`src/hw/updown_counter_defs.vh`:
```
// Purpose: Constants for the dual-clock up/down binary counter
// Assumes: Included by the counter design files by bare name
// Notes:   Definitions only; no logic lives here
`ifndef UPDOWN_COUNTER_DEFS_VH
`define UPDOWN_COUNTER_DEFS_VH

// ==========================================================
// Count geometry
`define CNT_WIDTH      4
`define CNT_MAX        4'hF
`define CNT_ZERO       4'h0

// ==========================================================
// Reset values
`define CNT_RESET      4'h0
`define CLK_IDLE_LEVEL 1'b1
`define TC_IDLE_LEVEL  1'b1

`endif

```
`src/hw/count_clock_edge.v`:
```
// Purpose: Rising-edge finder for one count clock input
// Assumes: Input already synchronous to mclk
// Notes:   Tracks the level even while clear or preset blocks counting; holds it while clk_en is low
`timescale 1ns/10ps
`include "updown_counter_defs.vh"

module count_clock_edge (
	// Clock and control
	input  wire mclk,
	input  wire nrst,
	input  wire clk_en,
	// Count clock level
	input  wire level_in,
	// Results
	output wire rise
);

	reg level_q;

	// Idle high, so a clock held low through reset counts on its rise
	always @(posedge mclk) begin
		if (!nrst) begin
			level_q <= `CLK_IDLE_LEVEL;
		end else if (clk_en) begin
			level_q <= level_in;
		end
	end

	assign rise = clk_en & level_in & ~level_q;

endmodule // count_clock_edge

```
`src/hw/count_bit_cell.v`:
```
// Purpose: One stage of the counter: a toggle flip-flop with
//          clear and preset steering
// Assumes: Toggle request already formed from the shared lines
// Notes:   Clear outranks preset, preset outranks toggling
`timescale 1ns/10ps
`include "updown_counter_defs.vh"

module count_bit_cell (
	// Clock and control
	input  wire mclk,
	input  wire nrst,
	input  wire clk_en,
	// Steering
	input  wire clear,
	input  wire load,
	input  wire load_bit,
	input  wire toggle,
	// State
	output reg  bit_d,
	output reg  bit_q
);

	always @* begin
		if (clear) begin
			bit_d = 1'b0;
		end else if (load) begin
			bit_d = load_bit;
		end else if (toggle) begin
			bit_d = ~bit_q;
		end else begin
			bit_d = bit_q;
		end
	end

	always @(posedge mclk) begin
		if (!nrst) begin
			bit_q <= 1'b0;
		end else if (clk_en) begin
			bit_q <= bit_d;
		end
	end

endmodule // count_bit_cell

```
`src/hw/updown_binary_counter.v`:
```
// Purpose: Four-bit reversible binary counter with separate up and
//          down count clocks, preset, clear and terminal counts
// Assumes: All inputs synchronous to mclk (20 MHz); count clocks
//          are sampled levels, their rises found on mclk
// Notes:   Clear and preset act on the next mclk edge rather than
//          truly asynchronously; all outputs come from flip-flops
`timescale 1ns/10ps
`include "updown_counter_defs.vh"

module updown_binary_counter #(
	parameter WIDTH = `CNT_WIDTH
) (
	// Clock, reset, enable
	input  wire             mclk,
	input  wire             nrst,
	input  wire             clk_en,
	// Count clocks
	input  wire             count_up_clock,
	input  wire             count_down_clock,
	// Clear and preset
	input  wire             master_clear,
	input  wire             preset_load_n,
	input  wire [WIDTH-1:0] preset_data,
	// Count and terminal counts
	output wire [WIDTH-1:0] count_value,
	output reg              carry_out_n,
	output reg              borrow_out_n
);

	// ==========================================================
	// Count clock rises
	wire up_rise;
	wire down_rise;

	// Edge finders run during clear and load, so a clock held low
	// across them is counted on its next rise
	count_clock_edge u_up_edge (
		.mclk     (mclk),
		.nrst     (nrst),
		.clk_en   (clk_en),
		.level_in (count_up_clock),
		.rise     (up_rise)
	);

	count_clock_edge u_down_edge (
		.mclk     (mclk),
		.nrst     (nrst),
		.clk_en   (clk_en),
		.level_in (count_down_clock),
		.rise     (down_rise)
	);

	// ==========================================================
	// Operation select
	wire clear_now;
	wire load_now;
	wire count_ok;

	assign clear_now = master_clear;
	assign load_now  = ~master_clear & ~preset_load_n;
	assign count_ok  = ~master_clear & preset_load_n;

	// ==========================================================
	// Shared up and down steering lines
	wire [WIDTH-1:0] count_q;
	wire [WIDTH-1:0] count_d;
	wire [WIDTH-1:0] toggle;
	wire             up_line;
	wire             down_line;
	wire             low_bit_free;

	assign up_line   = count_ok & up_rise;
	assign down_line = count_ok & down_rise;

	// Lowest stage sees both clocks; a low clock holds it, so
	// counting with the other clock low skips by two or stalls
	assign low_bit_free = count_up_clock & count_down_clock;
	assign toggle[0]    = (up_line | down_line) & low_bit_free;

	// Upper stages toggle when all lower bits are ones (up) or
	// zeros (down); this also gives the modulo-16 wrap
	genvar gi;
	generate
		for (gi = 1; gi < WIDTH; gi = gi + 1) begin : g_steer
			assign toggle[gi] =
				(up_line & (&count_q[gi-1:0])) |
				(down_line & ~(|count_q[gi-1:0]));
		end
	endgenerate

	// ==========================================================
	// Count stages, all clocked together from the same lines
	generate
		for (gi = 0; gi < WIDTH; gi = gi + 1) begin : g_bit
			count_bit_cell u_cell (
				.mclk     (mclk),
				.nrst     (nrst),
				.clk_en   (clk_en),
				.clear    (clear_now),
				.load     (load_now),
				.load_bit (preset_data[gi]),
				.toggle   (toggle[gi]),
				.bit_d    (count_d[gi]),
				.bit_q    (count_q[gi])
			);
		end
	endgenerate

	assign count_value = count_q;

	// ==========================================================
	// Terminal counts
	// Registered from the next count and present clock level, so
	// they follow the count clock one mclk late; a cascaded stage
	// counts on the rising return of these outputs
	wire carry_d;
	wire borrow_d;

	assign carry_d  = ~((&count_d) & ~count_up_clock);
	assign borrow_d = ~(~(|count_d) & ~count_down_clock);

	always @(posedge mclk) begin
		if (!nrst) begin
			carry_out_n  <= `TC_IDLE_LEVEL;
			borrow_out_n <= `TC_IDLE_LEVEL;
		end else if (clk_en) begin
			carry_out_n  <= carry_d;
			borrow_out_n <= borrow_d;
		end
	end

endmodule // updown_binary_counter

```
`config.mk`:
```
export PLATFORM = sky130hd
export DESIGN_NAME = updown_binary_counter
export DESIGN_NICKNAME = d
export VERILOG_FILES = /design/src/hw/count_clock_edge.v /design/src/hw/count_bit_cell.v /design/src/hw/updown_binary_counter.v
export VERILOG_INCLUDE_DIRS = /design/src /design/src/hw
export SDC_FILE = /design/constraint.sdc
export NUM_CORES = 1
export LEC_CHECK = 0
export BUFFER_PORTS_ARGS = -buffer_cell sky130_fd_sc_hd__clkbuf_2
export CORE_AREA = 3 3 40 42
export CTS_CLUSTER_SIZE = 8
export DETAILED_ROUTE_END_ITERATION = 8
export DIE_AREA = 0 0 43 45
export PLACE_DENSITY = 0.76
export SETUP_SLACK_MARGIN = 0.2
export SYNTH_ARGS = -nofsm -noshare
export SYNTH_HDL_FRONTEND = slang
export SYNTH_SLANG_ARGS = --single-unit
```
`constraint.sdc`:
```
create_clock -name mclk -period 2.9 [get_ports mclk]
set_clock_uncertainty 0.05 [all_clocks]
set_input_delay 0.435 -clock mclk [delete_from_list [all_inputs] [get_ports mclk]]
set_output_delay 0.435 -clock mclk [all_outputs]
set_load 0.05 [all_outputs]
```
==> impl_metrics.tcl <==
set metrics [dict create \
    global_route.usage.met3 0.0239 \
    cp-start-kind "register" \
    grt_pass1_wl_um 2180 \
    grt_overflow 0 \
    grt.total_usage 0.148 \
    ys_types 28 \
    antenna_found_initial 0 \
    first_global_vias 535 \
    clock_path_buffers 2 \
    rows 13 \
    dominantRegCellSynth "dfxtp_1" \
    portBuffers 16 \
    final_util 0.495 \
    r2r-end "borrow_out_n" \
    crit_family "simple AND/OR/NAND/NOR gates" \
    drv_slew 0 \
    final_common_cell "clkbuf_2" \
    leakage_nw 0.272 \
    crit_buf_inv 0 \
    syn_area_um2 569 \
    total_power_uw 264 \
    syn_avg_cell_area_um2 8.37 \
    cts-root-buf "clkbuf_4" \
    max-vdd-ir-drop_uv 168 \
    critPathArrivalTime_ns 1.87 \
    num_antenna_cells 0 \
    layout_common_cells "16 x clkbuf_2, 8 x nor2_1, 8 x dfxtp_1, 6 x nor2b_1, 6 x nand2_1" \
    cts_tree "done" \
    path_clk_slew_ns 0.06 \
    hold_ws_ns 0.382 \
    powerDensity_nw_per_um2 415 \
    crit_chain "and4bb_1 > a31oi_1 > mux2i_1 > nor3_1 > nor4_1 > a21oi_1" \
    dieArea_um2 1940 \
    finalHoldViolations 0 \
    place.gp.congestion 0.773 \
    ios 17 \
    crit_path_end_kind "register" \
    worstMarginPinSlew_ns 0.324 \
    drc 0 \
    fin_crit_sh 0.618 \
    cp_slowest_cell "dfxtp_1" \
    initial_core_util 0.443 \
    grt_busiest_layer "met2" \
    fin_crit_ns 1.79 \
    yosysWarningCount 0 \
    fmaxAchievable_ghz 0.558 \
    syn2layout_area_growth_pct 11.6 \
    crit_type "register to register" \
    reg2reg_depth 6 \
    status "finished clean" \
    drtAntennaViolNets 0 \
    fillCellCount 143 \
    die_h_um 45 \
    htree_levels 1 \
    cpPeakStageDelay_ns 0.51 \
    drt_iter0_markers 10 \
    report.final.setup_viol 0 \
    drt_wl_total_um 1280 \
    die_w_um 43 \
    hpwlAfterDp_um 960 \
    synth-async-reset-ratio 0 \
    grtUsageMet1 0.178 \
    synth_edf_count 0 \
    avgRoutedWirePerCell_um 13.3 \
    vias_per_cell 5.56 \
    grt_max_degree 16 \
    hold_path.class "input port to register" \
    cts-buffers-inserted 3 \
    use_met2 0.246 \
    clock-sinks 8 \
    hold_buffers 0 \
    fin_setup_tns_ns 0 \
    regToRegSetupSlack_ns 1.11 \
    clk_latency_ns 0.25 \
    postCtsSetupBuffers 0 \
    reg2reg_from "g_bit[0].u_cell.bit_q" \
    vias 534 \
    worstPathMaxFanout 10 \
    syn-num-nets 79 \
    drive_gt1_frac 0.284 \
    ctsResizeCount 0 \
    dr.pass1.iters 6 \
    core_area_um2 1280 \
    crit_cells 6 \
    maxCapViolCount 0 \
    slew_headroom 0.784 \
    setup.worst_path.end "borrow_out_n" \
    ys_ff_latch 8 \
    rsz0062_at_grt "no" \
    worst_ep_required_time_ns 2.97 \
    nets 94 \
    synthCells 68 \
    yosysSeqAreaShare 0.281 \
    startpoint "g_bit[0].u_cell.bit_q" \
]
[area by class of cell]
type                    instances  area, um^2  area share
multi-input cells              54         354       0.557
flip-flops and latches          8         160       0.252
repair buffers                 16        80.1       0.126
clock buffers                   3        22.5      0.0354
well taps                      15        18.8      0.0295
[synth_stat cells (all sizes together), types with 2 or more instances]
| library cell | n | area share |
|---|---|---|
| dfxtp | 8 | 0.28 |
| nor2 | 8 | 0.053 |
| nand2 | 6 | 0.040 |
| nor2b | 6 | 0.066 |
| buf | 5 | 0.073 |
| mux2i | 5 | 0.088 |
| a21oi | 4 | 0.035 |
| nand2b | 3 | 0.033 |
| o21ai | 3 | 0.026 |
| a31oi | 2 | 0.022 |
| nor3 | 2 | 0.018 |
| nor4b | 2 | 0.042 |
| xor2 | 2 | 0.031 |
[layer usage]
metal | vias up | part of all wire
li1 | 268 | -
met1 | 244 | 0.43
met2 | 20 | 0.50
met3 | 2 | 0.052
met4 | 0 | 0.016
met5 | - | 0
[cell families (layout without fill, tap and decap cells)]
logic type      count (synthesis)  after routing  share of synthesized area
simple gates                   34             34                      0.358
compound gates                 13             13                      0.145
flops                           8              8                      0.281
buf+inv                         6             19                     0.0967
mux                             5              5                     0.0879
xor+xnor                        2              2                     0.0308
[flip-flops by register name, indices dropped and copies added, names as in the netlist]
| signal | cells |
|---|---|
| borrow_out_n | 1 |
| carry_out_n | 1 |
| g_bit.u_cell.bit_q | 4 |
| u_down_edge.level_q | 1 |
| u_up_edge.level_q | 1 |
[stage by stage]
stage / worst slack (ns) / instances / cell area, um^2
after CTS: 1.11 / 96 / 636
final: 1.11 / 96 / 636
after floorplan: 1.33 / 68 / 569
after global placement: 0.922 / 93 / 613
after global routing: 0.932 / 96 / 636
after detailed placement: 0.882 / 93 / 613
[report_power, final]
group | internal (mW) | total [mW] | switching, mW
combinational | 0.0217 | 0.0565 | 0.0347
clock | 0.0474 | 0.0858 | 0.0384
sequential | 0.115 | 0.122 | 0.00663
total | 0.184 | 0.264 | 0.0797
[worst reg2reg max path: stages, from the launching register on]
cell,delay (ns)
dfxtp_1,0.51
and4bb_1,0.23
a31oi_1,0.17
mux2i_1,0.24
nor3_1,0.09
nor4_1,0.30
a21oi_1,0.07
[worst min-delay path by stage]
stage | from | slack, ns | depth (start not counted) | to
5_1_grt | nrst | 0.40 | 2 | u_up_edge.level_q
4_1_cts | nrst | 0.38 | 2 | u_up_edge.level_q
3_3_place_gp | borrow_out_n | 0.44 | 2 | borrow_out_n
3_5_place_dp | g_bit[3].u_cell.bit_q | 0.46 | 2 | g_bit[3].u_cell.bit_q
6_report | nrst | 0.38 | 2 | u_up_edge.level_q
2_1_floorplan | g_bit[3].u_cell.bit_q | 0.42 | 2 | g_bit[3].u_cell.bit_q
Note: power is estimated with default switching activity, not from simulation.
